[src/pack_cfg_regs.vh]
`ifndef PACK_CFG_REGS_VH
`define PACK_CFG_REGS_VH
// ----------------------------------------
// register offsets
// ----------------------------------------
`define CHG_CFG_ADDR       8'h06
`define FEAT_CFG_ADDR      8'h07
`define WREN_ADDR          8'h08
`define CFG_RESET          8'h00
// ----------------------------------------
// field positions
// ----------------------------------------
`define CHG_OC_AUTO_OFF_DIS_BIT  7
`define CHG_OC_THR_HI_BIT        6
`define CHG_OC_THR_LO_BIT        5
`define SC_LONG_DELAY_BIT        4
`define CHG_DIV32_BIT            3
`define DIS_DIV64_BIT            2
`define CHG_OC_TO_HI_BIT         1
`define CHG_OC_TO_LO_BIT         0
`define TEMP_SCAN_DIS_BIT        7
`define REG_DIS_BIT              6
`define SUPPLY_FORCE_BIT         5
`define EXT_TSD_DIS_BIT          4
`define INT_TSD_DIS_BIT          3
`define FORCE_POR_BIT            2
`define WAKE_DIS_BIT             1
`define WAKE_POL_BIT             0
`define FEAT_WREN_BIT            7
`define CHG_WREN_BIT             6
// ----------------------------------------
// timing, 100 mhz clock, 1 us tick
// ----------------------------------------
`define CLK_MHZ            100
`define TICK_DIV           (`CLK_MHZ)
`define SC_SHORT_US        190
`define SC_LONG_US         10000
`define CHG_OC_BASE_US     80000
`define CHG_OC_DIV         32
`define DIS_OC_DIV         64
`define SCAN_ON_US         5000
`define SCAN_PERIOD_US     640000
`endif

[src/tick_divider.v]
`timescale 1ns/1ps
module tick_divider (
  input  wire       clk_in,
  input  wire       resetn_in,
  input  wire       clear_in,
  output reg        tick_out
);
`include "pack_cfg_regs.vh"
  reg [6:0] cnt_q;
  always @(posedge clk_in or negedge resetn_in) begin
    if (!resetn_in) begin
      cnt_q    <= 7'h00;
      tick_out <= 1'b0;
    end else if (clear_in) begin
      cnt_q    <= 7'h00;
      tick_out <= 1'b0;
    end else if (cnt_q == 7'd99) begin
      cnt_q    <= 7'h00;
      tick_out <= 1'b1;
    end else begin
      cnt_q    <= cnt_q + 7'h01;
      tick_out <= 1'b0;
    end
  end
endmodule // tick_divider

[src/persist_timer.v]
`timescale 1ns/1ps
module persist_timer (
  input  wire        clk_in,
  input  wire        resetn_in,
  input  wire        clear_in,
  input  wire        tick_in,
  input  wire        cond_in,
  input  wire [19:0] limit_in,
  output reg         expired_out
);
  reg [19:0] cnt_q;
  // any gap in the condition restarts the count
  always @(posedge clk_in or negedge resetn_in) begin
    if (!resetn_in) begin
      cnt_q       <= 20'h00000;
      expired_out <= 1'b0;
    end else if (clear_in || !cond_in) begin
      cnt_q       <= 20'h00000;
      expired_out <= 1'b0;
    end else if (tick_in && !expired_out) begin
      if (cnt_q + 20'h00001 >= limit_in) begin
        expired_out <= 1'b1;
      end
      cnt_q <= cnt_q + 20'h00001;
    end
  end
endmodule // persist_timer

[src/pack_protection_config_regs.v]
`timescale 1ns/1ps
module pack_protection_config_regs (
  input  wire        clk_in,
  input  wire        resetn_in,
  input  wire        wr_en_in,
  input  wire [7:0]  wr_addr_in,
  input  wire [7:0]  wr_data_in,
  input  wire [7:0]  rd_addr_in,
  input  wire        chg_oc_detect_in,
  input  wire        sc_detect_in,
  input  wire        ext_overtemp_in,
  input  wire        int_overtemp_in,
  input  wire        wake_pin_in,
  input  wire        asleep_in,
  input  wire        flag_clear_in,
  input  wire        charge_switch_set_in,
  output reg  [7:0]  rd_data_out,
  output reg  [1:0]  chg_oc_threshold_out,
  output reg         chg_oc_expired_out,
  output reg         sc_expired_out,
  output reg         dischg_div64_out,
  output reg         power_fet_off_out,
  output reg         balance_off_out,
  output reg         charge_switch_on_out,
  output reg         chg_overcurrent_flag_out,
  output reg         ext_overtemp_flag_out,
  output reg         int_overtemp_flag_out,
  output reg         temp_sensor_supply_out,
  output reg         regulator_enable_out,
  output reg         wake_event_out,
  output reg         por_out
);
`include "pack_cfg_regs.vh"
  // ----------------------------------------
  // registers
  // ----------------------------------------
  reg  [7:0]  chg_cfg_q;
  reg  [7:0]  feat_cfg_q;
  reg  [7:0]  wren_q;
  reg         por_q;
  reg         wake_prev_q;
  reg  [19:0] scan_cnt_q;
  reg         scan_on_q;
  wire        tick;
  wire        oc_exp;
  wire        sc_exp;
  wire [19:0] oc_limit;
  wire [19:0] sc_limit;
  wire        chg_oc_auto_off_disable;
  wire        chg_delay_div32;
  wire        auto_temp_scan_disable;
  wire        regulator_disable;
  wire        sensor_supply_force_on;
  wire        ext_thermal_shutdown_disable;
  wire        int_thermal_shutdown_disable;
  wire        wake_pin_disable;
  wire        wake_edge_polarity;
  wire        oc_trip;
  wire        xot_trip;
  wire        iot_trip;
  wire        wake_edge;
  wire        chg_flag_d;
  wire        any_trip;
  wire        wr_chg_hit;
  wire        wr_feat_hit;
  wire        wr_wren_hit;

  // ----------------------------------------
  // timing constants, in 1 us ticks
  // ----------------------------------------
  // 20 bits hold the whole 640 ms scan period, so no wider counters
  localparam [19:0] SC_SHORT_TICKS = 20'd`SC_SHORT_US;
  localparam [19:0] SC_LONG_TICKS  = 20'd`SC_LONG_US;
  localparam [19:0] OC_BASE_TICKS  = 20'd`CHG_OC_BASE_US;
  localparam [19:0] OC_DIV32       = 20'd`CHG_OC_DIV;
  localparam [19:0] SCAN_ON_TICKS  = 20'd`SCAN_ON_US;
  localparam [19:0] SCAN_LAST_TICK = 20'd`SCAN_PERIOD_US - 20'd1;

  assign chg_oc_auto_off_disable      = chg_cfg_q[`CHG_OC_AUTO_OFF_DIS_BIT];
  assign chg_delay_div32              = chg_cfg_q[`CHG_DIV32_BIT];
  assign auto_temp_scan_disable       = feat_cfg_q[`TEMP_SCAN_DIS_BIT];
  assign regulator_disable            = feat_cfg_q[`REG_DIS_BIT];
  assign sensor_supply_force_on       = feat_cfg_q[`SUPPLY_FORCE_BIT];
  assign ext_thermal_shutdown_disable = feat_cfg_q[`EXT_TSD_DIS_BIT];
  assign int_thermal_shutdown_disable = feat_cfg_q[`INT_TSD_DIS_BIT];
  assign wake_pin_disable             = feat_cfg_q[`WAKE_DIS_BIT];
  assign wake_edge_polarity           = feat_cfg_q[`WAKE_POL_BIT];

  // ----------------------------------------
  // delay selection
  // ----------------------------------------
  function [19:0] oc_delay_us;
    input [1:0] code;
    input       div32;
    reg   [19:0] base;
    begin
      base = OC_BASE_TICKS << code;
      if (div32) begin
        oc_delay_us = base / OC_DIV32;
      end else begin
        oc_delay_us = base;
      end
    end
  endfunction

  // sticky flag: a new event in the clear cycle keeps the flag set
  function sticky;
    input set;
    input held;
    input clear;
    begin
      sticky = set || (held && !clear);
    end
  endfunction

  assign oc_limit = oc_delay_us(chg_cfg_q[`CHG_OC_TO_HI_BIT:`CHG_OC_TO_LO_BIT],
                                chg_delay_div32);
  assign sc_limit = chg_cfg_q[`SC_LONG_DELAY_BIT] ? SC_LONG_TICKS : SC_SHORT_TICKS;

  // forced reset is one cycle of clear, so it is synchronous
  tick_divider u_tick (
    .clk_in    (clk_in),
    .resetn_in (resetn_in),
    .clear_in  (por_q),
    .tick_out  (tick)
  );

  persist_timer u_oc_timer (
    .clk_in      (clk_in),
    .resetn_in   (resetn_in),
    .clear_in    (por_q),
    .tick_in     (tick),
    .cond_in     (chg_oc_detect_in),
    .limit_in    (oc_limit),
    .expired_out (oc_exp)
  );

  persist_timer u_sc_timer (
    .clk_in      (clk_in),
    .resetn_in   (resetn_in),
    .clear_in    (por_q),
    .tick_in     (tick),
    .cond_in     (sc_detect_in),
    .limit_in    (sc_limit),
    .expired_out (sc_exp)
  );

  assign oc_trip    = oc_exp && !chg_oc_auto_off_disable;
  assign xot_trip   = ext_overtemp_in && !ext_thermal_shutdown_disable;
  assign iot_trip   = int_overtemp_in && !int_thermal_shutdown_disable;
  assign wake_edge  = wake_edge_polarity ? (wake_pin_in && !wake_prev_q) :
                                           (!wake_pin_in && wake_prev_q);
  assign chg_flag_d = sticky(oc_exp, chg_overcurrent_flag_out, flag_clear_in);
  // short circuit has no disable bit in this block, so it always trips
  assign any_trip   = oc_trip || xot_trip || iot_trip || sc_exp;
  // enable is the stored 08h value, so a write to 08h never opens its own cycle
  assign wr_chg_hit  = wr_en_in && (wr_addr_in == `CHG_CFG_ADDR) && wren_q[`CHG_WREN_BIT];
  assign wr_feat_hit = wr_en_in && (wr_addr_in == `FEAT_CFG_ADDR) && wren_q[`FEAT_WREN_BIT];
  assign wr_wren_hit = wr_en_in && (wr_addr_in == `WREN_ADDR);

  // ----------------------------------------
  // register writes and forced reset
  // ----------------------------------------
  always @(posedge clk_in or negedge resetn_in) begin
    if (!resetn_in) begin
      chg_cfg_q  <= `CFG_RESET;
      feat_cfg_q <= `CFG_RESET;
      wren_q     <= `CFG_RESET;
      por_q      <= 1'b0;
    end else if (por_q) begin
      chg_cfg_q  <= `CFG_RESET;
      feat_cfg_q <= `CFG_RESET;
      wren_q     <= `CFG_RESET;
      por_q      <= 1'b0;
    end else begin
      if (wr_wren_hit) begin
        wren_q <= wr_data_in;
      end
      if (wr_chg_hit) begin
        chg_cfg_q <= wr_data_in;
      end
      if (wr_feat_hit) begin
        // reset bit is a strobe, never stored
        feat_cfg_q <= wr_data_in & 8'hfb;
        por_q      <= wr_data_in[`FORCE_POR_BIT];
      end
    end
  end

  // ----------------------------------------
  // temperature scan, 5 ms of every 640 ms
  // ----------------------------------------
  always @(posedge clk_in or negedge resetn_in) begin
    if (!resetn_in) begin
      scan_cnt_q <= 20'h00000;
      scan_on_q  <= 1'b0;
    end else if (por_q || auto_temp_scan_disable) begin
      scan_cnt_q <= 20'h00000;
      scan_on_q  <= 1'b0;
    end else if (tick) begin
      if (scan_cnt_q == SCAN_LAST_TICK) begin
        scan_cnt_q <= 20'h00000;
      end else begin
        scan_cnt_q <= scan_cnt_q + 20'h00001;
      end
      scan_on_q <= (scan_cnt_q < SCAN_ON_TICKS - 20'd1) || (scan_cnt_q == SCAN_LAST_TICK);
    end
  end

  // ----------------------------------------
  // outputs and flags
  // ----------------------------------------
  always @(posedge clk_in or negedge resetn_in) begin
    if (!resetn_in) begin
      rd_data_out              <= 8'h00;
      chg_oc_threshold_out     <= 2'h0;
      chg_oc_expired_out       <= 1'b0;
      sc_expired_out           <= 1'b0;
      dischg_div64_out         <= 1'b0;
      power_fet_off_out        <= 1'b0;
      balance_off_out          <= 1'b0;
      charge_switch_on_out     <= 1'b0;
      chg_overcurrent_flag_out <= 1'b0;
      ext_overtemp_flag_out    <= 1'b0;
      int_overtemp_flag_out    <= 1'b0;
      temp_sensor_supply_out   <= 1'b0;
      regulator_enable_out     <= 1'b1;
      por_out                  <= 1'b0;
    end else begin
      case (rd_addr_in)
        `CHG_CFG_ADDR:  rd_data_out <= chg_cfg_q;
        `FEAT_CFG_ADDR: rd_data_out <= feat_cfg_q;
        `WREN_ADDR:     rd_data_out <= wren_q;
        default:        rd_data_out <= 8'h00;
      endcase
      chg_oc_threshold_out <= chg_cfg_q[`CHG_OC_THR_HI_BIT:`CHG_OC_THR_LO_BIT];
      chg_oc_expired_out   <= oc_exp;
      sc_expired_out       <= sc_exp;
      dischg_div64_out     <= chg_cfg_q[`DIS_DIV64_BIT];
      power_fet_off_out    <= any_trip;
      balance_off_out      <= xot_trip || iot_trip;
      if (por_q) begin
        charge_switch_on_out     <= 1'b0;
        chg_overcurrent_flag_out <= 1'b0;
        ext_overtemp_flag_out    <= 1'b0;
        int_overtemp_flag_out    <= 1'b0;
      end else begin
        if (oc_trip || xot_trip || iot_trip) begin
          charge_switch_on_out <= 1'b0;
        end else if (charge_switch_set_in) begin
          charge_switch_on_out <= 1'b1;
        end
        chg_overcurrent_flag_out <= chg_flag_d;
        ext_overtemp_flag_out    <= sticky(ext_overtemp_in, ext_overtemp_flag_out,
                                           flag_clear_in);
        int_overtemp_flag_out    <= sticky(int_overtemp_in, int_overtemp_flag_out,
                                           flag_clear_in);
      end
      // supply follows flag, force bit or scan window
      temp_sensor_supply_out <= chg_flag_d || sensor_supply_force_on || scan_on_q;
      regulator_enable_out   <= !regulator_disable;
      por_out                <= por_q;
    end
  end

  // ----------------------------------------
  // wake edge detect
  // ----------------------------------------
  // reset low: a high idle pin reads as a rise, ignored by the default falling edge
  always @(posedge clk_in or negedge resetn_in) begin
    if (!resetn_in) begin
      wake_prev_q    <= 1'b0;
      wake_event_out <= 1'b0;
    end else begin
      wake_prev_q    <= wake_pin_in;
      wake_event_out <= asleep_in && !wake_pin_disable && wake_edge;
    end
  end
endmodule // pack_protection_config_regs

[config.mk]
export PLATFORM = sky130hd
export DESIGN_NAME = pack_protection_config_regs
export DESIGN_NICKNAME = d
export VERILOG_FILES = /design/src/tick_divider.v /design/src/persist_timer.v /design/src/pack_protection_config_regs.v
export VERILOG_INCLUDE_DIRS = /design/src
export SDC_FILE = /design/constraint.sdc
export NUM_CORES = 1
export LEC_CHECK = 0
export ABC_AREA = 1
export BUFFER_PORTS_ARGS = -buffer_cell sky130_fd_sc_hd__buf_2
export CELL_PAD_IN_SITES_DETAIL_PLACEMENT = 1
export CELL_PAD_IN_SITES_GLOBAL_PLACEMENT = 2
export CORE_ASPECT_RATIO = 2
export CORE_MARGIN = 8
export CORE_UTILIZATION = 36
export CTS_BUF_LIST = sky130_fd_sc_hd__clkbuf_2 sky130_fd_sc_hd__clkbuf_4 sky130_fd_sc_hd__clkbuf_8
export CTS_CLUSTER_DIAMETER = 200
export DETAILED_ROUTE_END_ITERATION = 7
export PLACE_DENSITY = 0.8
export SLEW_MARGIN = 20
export SYNTH_ARGS = -nofsm -noshare
export SYNTH_HDL_FRONTEND = slang
export SYNTH_HIERARCHICAL = 1
export SYNTH_SLANG_ARGS = --single-unit
export TNS_END_PERCENT = 1
[constraint.sdc]
create_clock -name clk_in -period 3 [get_ports clk_in]
set_input_delay 0.6 -clock clk_in [delete_from_list [all_inputs] [get_ports clk_in]]
set_output_delay 0.6 -clock clk_in [all_outputs]
set_load 0.05 [all_outputs]
==> results by group, run 1 <==
Floorplanning
  • Die W: 119 um
  • Core Region: 21000 um2
  • Full die area: 26600 um2
  • Num rows: 75
  • Starting density of the core: 0.366
  • Io pins: 58
  • Height of the die: 223 um

STA
  • Clk_skew: 12.0 ps
  • Slew Limit Headroom: 0.561
  • RSZ-0062 raised after global routing: no
  • Final worst-path cycle share: 0.889
  • Minimum clock period: 2670 ps
  • Fmax: 375 MHz
  • Max-slew violation count: 0
  • Post-route setup TNS: 0 ps
  • Worst Max-Slew Pin Slew: 659 ps
  • Final hold viol count: 0
  • Setup violations, final: 0

Worst setup path
  • CP max FO: 5
  • Crit path kind: flip-flop to flip-flop
  • R2r worst-path depth: 16
  • Critical Path AT: 3090 ps
  • Critical path startpoint category: flip-flop
  • Data required, critical path: 3420 ps
  • CP endpoint kind: flip-flop

Global routing
  • Wire length of the first global-routing pass: 37200 um
  • Initial antenna violation count: 0
  • Largest net degree at the start of global routing: 68
  • Vias in the first global route: 7507
  • Tot GR Track Use: 0.176
  • Grt ovf: 0

Yosys
  • Post-synth EDFFs: 0
  • Seq/Total Area, Yosys: 0.387
  • Post-synthesis compound-gate area fraction: 0.0722
  • Largest area contributor in the netlist: dfrtp_1
  • Most frequent cell after synthesis: nand2_1
  • YS warnings: 6
  • Synth top area cells: dfrtp_1 38%, nand2_1 14%, inv_1 9.0%
  • Post-synthesis xor/xnor area fraction: 0.0284
  • Yosys top cell area share: 0.384
  • Netlist Area Pre-Place: 7700 um2
  • Post-synthesis simple-gate area fraction: 0.328
  • Fraction of registers with async set/reset: 1.00
  • #FFs+latches synth: 119
  • Largest family of logic cells by synthesized area: simple AND/OR/NAND/NOR gates
  • Synth unique cells: 42
  • Post-synth top cells: 279 x nand2_1, 184 x inv_1, 118 x dfrtp_1
  • Synthesized instance count: 1061
  • Synth Flop Type: dfrtp_1
  • Post-synthesis mux area share: 0
  • Adder-Cell Fraction of Synth Area: 0.0796
  • Synth Area per Inst: 7.25 um2

Finish
  • Layout area overhead: 13.9%
  • Diodes inserted: 0
  • Layout cell share with drive strength beyond 1: 0.135
  • Footprint of the multi-input gates: 3980 um2
  • Register area: 2980 um2
  • Fillers: 2708
  • Nets@finish: 1230

Route
  • Routed vias/inst: 4.89
  • DR vias: 6983
  • DRT iter0 DRCs: 196
  • Routed wire per std cell: 15.5 um
  • Post-Route WL: 22200 um
  • DRC viols: 0
  • Detail Route Antenna Nets: 0
  • 1st-pass router iterations: 4

CTS
  • Total CTS buffers: 17
  • Worst-path clk slew: 80 ps
  • Htree depth: 4
  • Root buffer cell: clkbuf_8
  • Later-pin clock latency in the skew report: 490 ps
  • Max Root-Sink Buffers: 2
  • CTS tree: yes
  • Clk sinks: 119

Power and ir drop
  • Pleak: 4.66 nW
  • Worst ir drop on vdd: 293 uV
  • Power Dens Cells: 369 nW/um2
  • Tot Pwr: 3.23 mW

Place
  • Post-DP HPWL: 17500 um
  • Gpl congestion: 0.809
  • I/O Buffers: 57

Run status
  • Status: completed

Worst hold path
  • Worst Hold Class: input port to async pin

Flow run
  • Max Cap Violations: 0
## power by group
part           switching, mW  internal, mW
sequential            0.0296          1.64
clock                  0.759         0.594
combinational          0.148        0.0683
total                  0.936          2.30
## routing by layer
metal	track usage	vias up	share of wire
met5	0	-	0
met4	0.0714	0	0.020
met3	0.0330	21	0.024
met2	0.342	70	0.57
met1	0.177	3388	0.39
li1	-	3504	-
## worst paths after layout
check                           slack [ps]                                 end                             from
worst max-delay path                   330  u_oc_timer/expired_out$_DFFE_PN0P_  u_oc_timer/cnt_q[0]$_DFFE_PN0P_
max in group asynchronous             2190    u_sc_timer/cnt_q[14]$_DFFE_PN0P_                        resetn_in
worst min-delay path                    90           scan_cnt_q[2]$_DFFE_PN0P_                        resetn_in
worst max register to register         330  u_oc_timer/expired_out$_DFFE_PN0P_  u_oc_timer/cnt_q[0]$_DFFE_PN0P_
min in group clk_in                    240               wake_prev_q$_DFF_PN0_                      wake_pin_in
worst min register to register         420   chg_oc_threshold_out[1]$_DFF_PN0_         chg_cfg_q[6]$_DFFE_PN0P_
## per-stage QoR
stage	hold WS, ps	cells	worst slack, ps	utilization	cell area [um2]
floorplan	304	1072	741	-	7740
global placement	409	1396	327	0.400	8400
detailed placement	398	1396	265	0.400	8400
CTS	95.7	1428	252	0.416	8750
global route	139	1428	1.29	0.417	8760
finish	89.8	1428	332	0.417	8760
## logic make-up (layout without fill, tap and decap cells)
group / count (synthesis) / after routing
AND/OR/NAND/NOR: 564 / 564
buffers and inverters: 205 / 292
flip-flops: 119 / 119
AO/OA/AOI/OAI: 97 / 97
adder cells (fa/ha/maj): 49 / 49
XOR/XNOR: 25 / 25
other: 2 / 13
## sequential cells by signal, summed over array words and instances, names as in the netlist, 2 cells and up
register,flops
scan_cnt_q,20
u_tick/cnt_q,7
chg_cfg_q,8
rd_data_out,8
u_oc_timer/cnt_q,20
feat_cfg_q,7
chg_oc_threshold_out,2
u_sc_timer/cnt_q,20
wren_q,8
## worst max-delay path, cell delays in order (launching register included)
cell and delay (ps):
dfrtp_1 430, ha_1 250, nand2_1 130, nor2_2 220, nand4_4 160, nor2_4 150, nand4_1 120, and2_1 190
ha_1 260, nand2_1 40, nor2_1 160, nand2_1 100, nor2_1 120, nand2_1 60, nand4_1 100, nand3_1 70
nand2_1 60
## layout make-up
cell class / instances / area share
Clock buffer: 19 / 0.0284
Inverter: 190 / 0.0819
Timing Repair Buffer: 70 / 0.0458
Multi-Input combinational cell: 748 / 0.454
Sequential cell: 119 / 0.340
Clock inverter: 13 / 0.0117
Tap cell: 269 / 0.0384
## placed cells by master, fill, tap and decap left out, drive strengths merged
cell type / Yosys / routed
o21bai: 5 / 5
clkbuf: 4 / 19
and2: 9 / 9
nor3b: 1 / 1
nor3: 17 / 17
nand2: 288 / 288
ha: 49 / 49
a21o: 2 / 2
o211ai: 1 / 1
o21ai: 49 / 49
dfrtp: 118 / 118
xor2: 23 / 23
nand4: 23 / 23
dfstp: 1 / 1
xnor2: 2 / 2
nor2: 124 / 124
buf: 11 / 70
or3: 1 / 1
o22ai: 14 / 14
clkinv: 2 / 6
conb: 2 / 13
nor4: 3 / 3
or2: 5 / 5
inv: 188 / 191
a22o: 4 / 4
clkinvlp: 0 / 6
a21oi: 21 / 21
nand3: 93 / 93
o21a: 1 / 1
## repair_timing
| item | 4_1_cts | 5_1_grt |
|---|---|---|
| resized for setup | 0 | 2 |
| endpoints found under the setup margin | 0 | 1 |
| setup buffers | 0 | 0 |
| hold buffers | 0 | 0 |
No activity file was read; power rests on OpenSTA's default activity.
==> run 2: changes to the inputs <==
--- a/config.mk
+++ b/config.mk
@@ -11,15 +11,14 @@
 export CELL_PAD_IN_SITES_DETAIL_PLACEMENT = 1
 export CELL_PAD_IN_SITES_GLOBAL_PLACEMENT = 2
 export CORE_ASPECT_RATIO = 2
-export CORE_MARGIN = 8
-export CORE_UTILIZATION = 36
+export CORE_MARGIN = 2
+export CORE_UTILIZATION = 37
 export CTS_BUF_LIST = sky130_fd_sc_hd__clkbuf_2 sky130_fd_sc_hd__clkbuf_4 sky130_fd_sc_hd__clkbuf_8
 export CTS_CLUSTER_DIAMETER = 200
 export DETAILED_ROUTE_END_ITERATION = 7
-export PLACE_DENSITY = 0.8
+export PLACE_DENSITY = 0.81
 export SLEW_MARGIN = 20
 export SYNTH_ARGS = -nofsm -noshare
 export SYNTH_HDL_FRONTEND = slang
-export SYNTH_HIERARCHICAL = 1
 export SYNTH_SLANG_ARGS = --single-unit
 export TNS_END_PERCENT = 1
==> results by group, run 2 <==
Run status
  • Status: completed

Yosys
  • Post-synthesis simple-gate area fraction: 0.263 (-0.0653)
  • Synth Area per Inst: 7.78 um2 (+7.2%)
  • Synth unique cells: 50 (+19%)
  • Synth Flop Type: dfrtp_1
  • Mapped Nets: 937
  • Largest area contributor in the netlist: dfrtp_1
  • Synthesized instance count: 866 (-18%)
  • Post-synthesis compound-gate area fraction: 0.115 (+0.0430)
  • Fraction of registers with async set/reset: 1.00 (unchanged)
  • Post-synthesis xor/xnor area fraction: 0.0338 (+0.00536)
  • Netlist Area Pre-Place: 6740 um2 (-12%)
  • Largest family of logic cells by synthesized area: simple AND/OR/NAND/NOR gates
  • Post-synth EDFFs: 0 (unchanged)
  • Yosys top cell area share: 0.438 (+0.0548)
  • Post-synthesis mux area share: 0 (unchanged)
  • Post-synth top cells: 218 x nand2_1, 127 x inv_1, 118 x dfrtp_1
  • #FFs+latches synth: 119 (unchanged)
  • Synth top area cells: dfrtp_1 44%, nand2_1 12%, inv_1 7.1%
  • Most frequent cell after synthesis: nand2_1
  • Seq/Total Area, Yosys: 0.442 (+0.0553)
  • YS warnings: 0 (-6)
  • Adder-Cell Fraction of Synth Area: 0.0669 (-0.0128)

CTS
  • Htree depth: 4 (unchanged)
  • Clk sinks: 119 (unchanged)
  • Worst-path clk slew: 90 ps (about the same)
  • Total CTS buffers: 17 (unchanged)
  • Later-pin clock latency in the skew report: 450 ps (-40 ps)
  • Max Root-Sink Buffers: 2 (unchanged)
  • Root buffer cell: clkbuf_8
  • CTS tree: yes

Global routing
  • Grt ovf: 0 (unchanged)
  • Largest net degree at the start of global routing: 48 (-29%)
  • Initial antenna violation count: 0 (unchanged)
  • Wire length of the first global-routing pass: 33300 um (-11%)
  • Vias in the first global route: 6859 (-8.6%)
  • Tot GR Track Use: 0.215 (+0.0388)

STA
  • Max-slew violation count: 0 (unchanged)
  • Slew Limit Headroom: 0.333 (-0.228)
  • Minimum clock period: 2750 ps (+79.9 ps)
  • Worst Max-Slew Pin Slew: 997 ps (+339 ps)
  • Post-route setup TNS: 0 ps (unchanged)
  • Setup WS post-layout: 252 ps (-79.9 ps)
  • Clk_skew: 14.6 ps (+2.65 ps)
  • Final worst-path cycle share: 0.916 (+0.0266)
  • Setup violations, final: 0 (unchanged)
  • WHS: 50.5 ps (-39.4 ps)
  • Fmax: 364 MHz (-2.9%)
  • Final hold viol count: 0 (unchanged)

Route
  • Max Used Layer: met4
  • Post-Route WL: 19800 um (-11%)
  • DR vias: 6062 (-13%)
  • DRT iter0 DRCs: 146 (-26%)
  • Routed wire per std cell: 16.9 um (+9.1%)
  • 1st-pass router iterations: 4 (unchanged)
  • Routed vias/inst: 5.18 (+6.0%)
  • DRC viols: 0 (unchanged)
  • M1 WL: 7720 um (-11%)
  • Detail Route Antenna Nets: 0 (unchanged)
  • Met2 wire length: 11200 um (-10%)
  • WL met3: 347 um (-34%)

Floorplanning
  • Height of the die: 195 um (-13%)
  • Io pins: 58 (unchanged)
  • Starting density of the core: 0.379 (+0.0125)
  • Full die area: 19400 um2 (-27%)
  • Core Region: 17800 um2 (-15%)
  • Num rows: 69 (-8.0%)
  • Die W: 99.4 um (-17%)

Worst setup path
  • CP max FO: 4 (-1)
  • R2r worst-path depth: 15 (-1)
  • Critical path startpoint category: flip-flop
  • Reg-to-reg startpoint: u_oc_timer.cnt_q[0]$_DFFE_PN0P_
  • Most used cell, CP: nand2_1
  • FF-to-FF End: u_oc_timer.expired_out$_DFFE_PN0P_
  • Reg-to-reg slack, setup: 250 ps (-80 ps)
  • Data required, critical path: 3380 ps (-40 ps)
  • Critical Path AT: 3130 ps (+40 ps)
  • Critical-path top delay cell: dfrtp_1
  • Critical path's largest stage delay: 360 ps (-70 ps)
  • Cell Chain, Critical Path: inv_1 -> nor3_4 -> nand3_2 -> nor2_4 -> nand3_4 -> nor2_2 -> nand2_1 -> nand2_1 -> inv_1 -> ha_1 -> nand4_1 -> or3_1 -> o311ai_2 -> nand3_1 -> nand2_1
  • CP endpoint kind: flip-flop
  • Crit path kind: flip-flop to flip-flop

Finish
  • Layout cell share with drive strength beyond 1: 0.140 (+0.00456)
  • Nets@finish: 1015 (-17%)
  • Diodes inserted: 0 (unchanged)
  • Biggest registers after layout: scan_cnt_q x20, u_oc_timer.cnt_q x20, u_sc_timer.cnt_q x20
  • Most frequent cells in the layout: 218 x nand2_1, 127 x inv_1, 118 x dfrtp_1
  • Final core occ: 0.440 (+0.0230)
  • Fillers: 2203 (-19%)
  • Layout area overhead: 16.2%
  • Register area: 2980 um2 (unchanged)
  • Final Non-Filler Cells: 1170 (-18%)
  • Commonest non-fill, non-tap cell in the layout: nand2_1
  • Footprint of the multi-input gates: 3280 um2 (-18%)

Power and ir drop
  • Worst ir drop on vdd: 259 uV (-11%)
  • Pleak: 3.90 nW (-16%)
  • Power Dens Cells: 429 nW/um2 (+16%)

Place
  • Post-DP HPWL: 15500 um (-11%)
  • Placed Cells incl. Taps: 1134 (-19%)
  • I/O Buffers: 57 (unchanged)
  • Gpl congestion: 0.833 (+2.9%)
  • Pre-CTS WS: -97.9 ps (-363 ps)

Worst hold path
  • Worst Hold Class: input port to async pin

Flow run
  • Max Cap Violations: 0 (unchanged)
## run 2: area by class of cell
class                           instances  share of cell area
Timing Repair Buffer                   70              0.0509
Tap cell                              213              0.0341
Inverter                              130              0.0624
Multi-Input combinational cell        606               0.419
Clock buffer                           20              0.0344
Clock inverter                         12              0.0182
Sequential cell                       119               0.381
## run 2: logic make-up (layout without fill, tap and decap cells)
kind of cell	count (synthesis)	in the layout
flip-flops	119	119
XOR/XNOR	26	26
buffers and inverters	141	232
adder cells (fa/ha/maj)	36	36
AO/OA/AOI/OAI	137	137
AND/OR/NAND/NOR	407	407
## run 2: metal layers
layer  global-route usage  vias up
met5                    0        -
met1                0.231     2989
met3               0.0313       35
li1                     -     2956
met2                0.410       82
met4               0.0852        0
## run 2: worst max-delay path by stage
stage,from,end,slack [ps],cells after the start
floorplan,u_oc_timer.cnt_q[2]$_DFFE_PN0P_,u_oc_timer.expired_out$_DFFE_PN0P_,580,15
global placement,u_oc_timer.cnt_q[0]$_DFFE_PN0P_,u_oc_timer.expired_out$_DFFE_PN0P_,-10,16
detailed placement,u_oc_timer.cnt_q[1]$_DFFE_PN0P_,u_oc_timer.expired_out$_DFFE_PN0P_,-100,16
CTS,u_oc_timer.cnt_q[1]$_DFFE_PN0P_,u_oc_timer.expired_out$_DFFE_PN0P_,10,16
global route,u_oc_timer.cnt_q[0]$_DFFE_PN0P_,u_oc_timer.expired_out$_DFFE_PN0P_,-4,15
finish,u_oc_timer.cnt_q[0]$_DFFE_PN0P_,u_oc_timer.expired_out$_DFFE_PN0P_,250,15
## run 2: per-stage QoR
step / cell area [um2] / power [mW]
detailed placement: 7330 / 1.87
floorplan: 6740 / 1.77
finish: 7820 / 3.36
CTS: 7740 / 3.41
global placement: 7330 / 1.86
global route: 7820 / 3.49
## run 2: power breakdown
group | switching (mW) | internal, mW | total (mW)
Combinational | 0.122 | 0.0527 | 0.175
Clock | 0.724 | 0.800 | 1.52
Sequential | 0.0243 | 1.64 | 1.66
## run 2: what timing repair did
action                     in CTS  in global routing
gates resized for setup         1                  9
pin swaps                       0                  4
setup endpoints to repair       1                  1
cloned                          0                  0
hold buffers                    0                  0
buffers inserted                0                  4
## run 2: worst max-delay path: cells and delay by family, from the launching register on
family / cells / cell delay [ps]
AND/OR/NAND/NOR: 11 / 1560
flip-flops: 1 / 360
adder cells (fa/ha/maj): 1 / 300
AO/OA/AOI/OAI: 1 / 300
buffers and inverters: 2 / 130
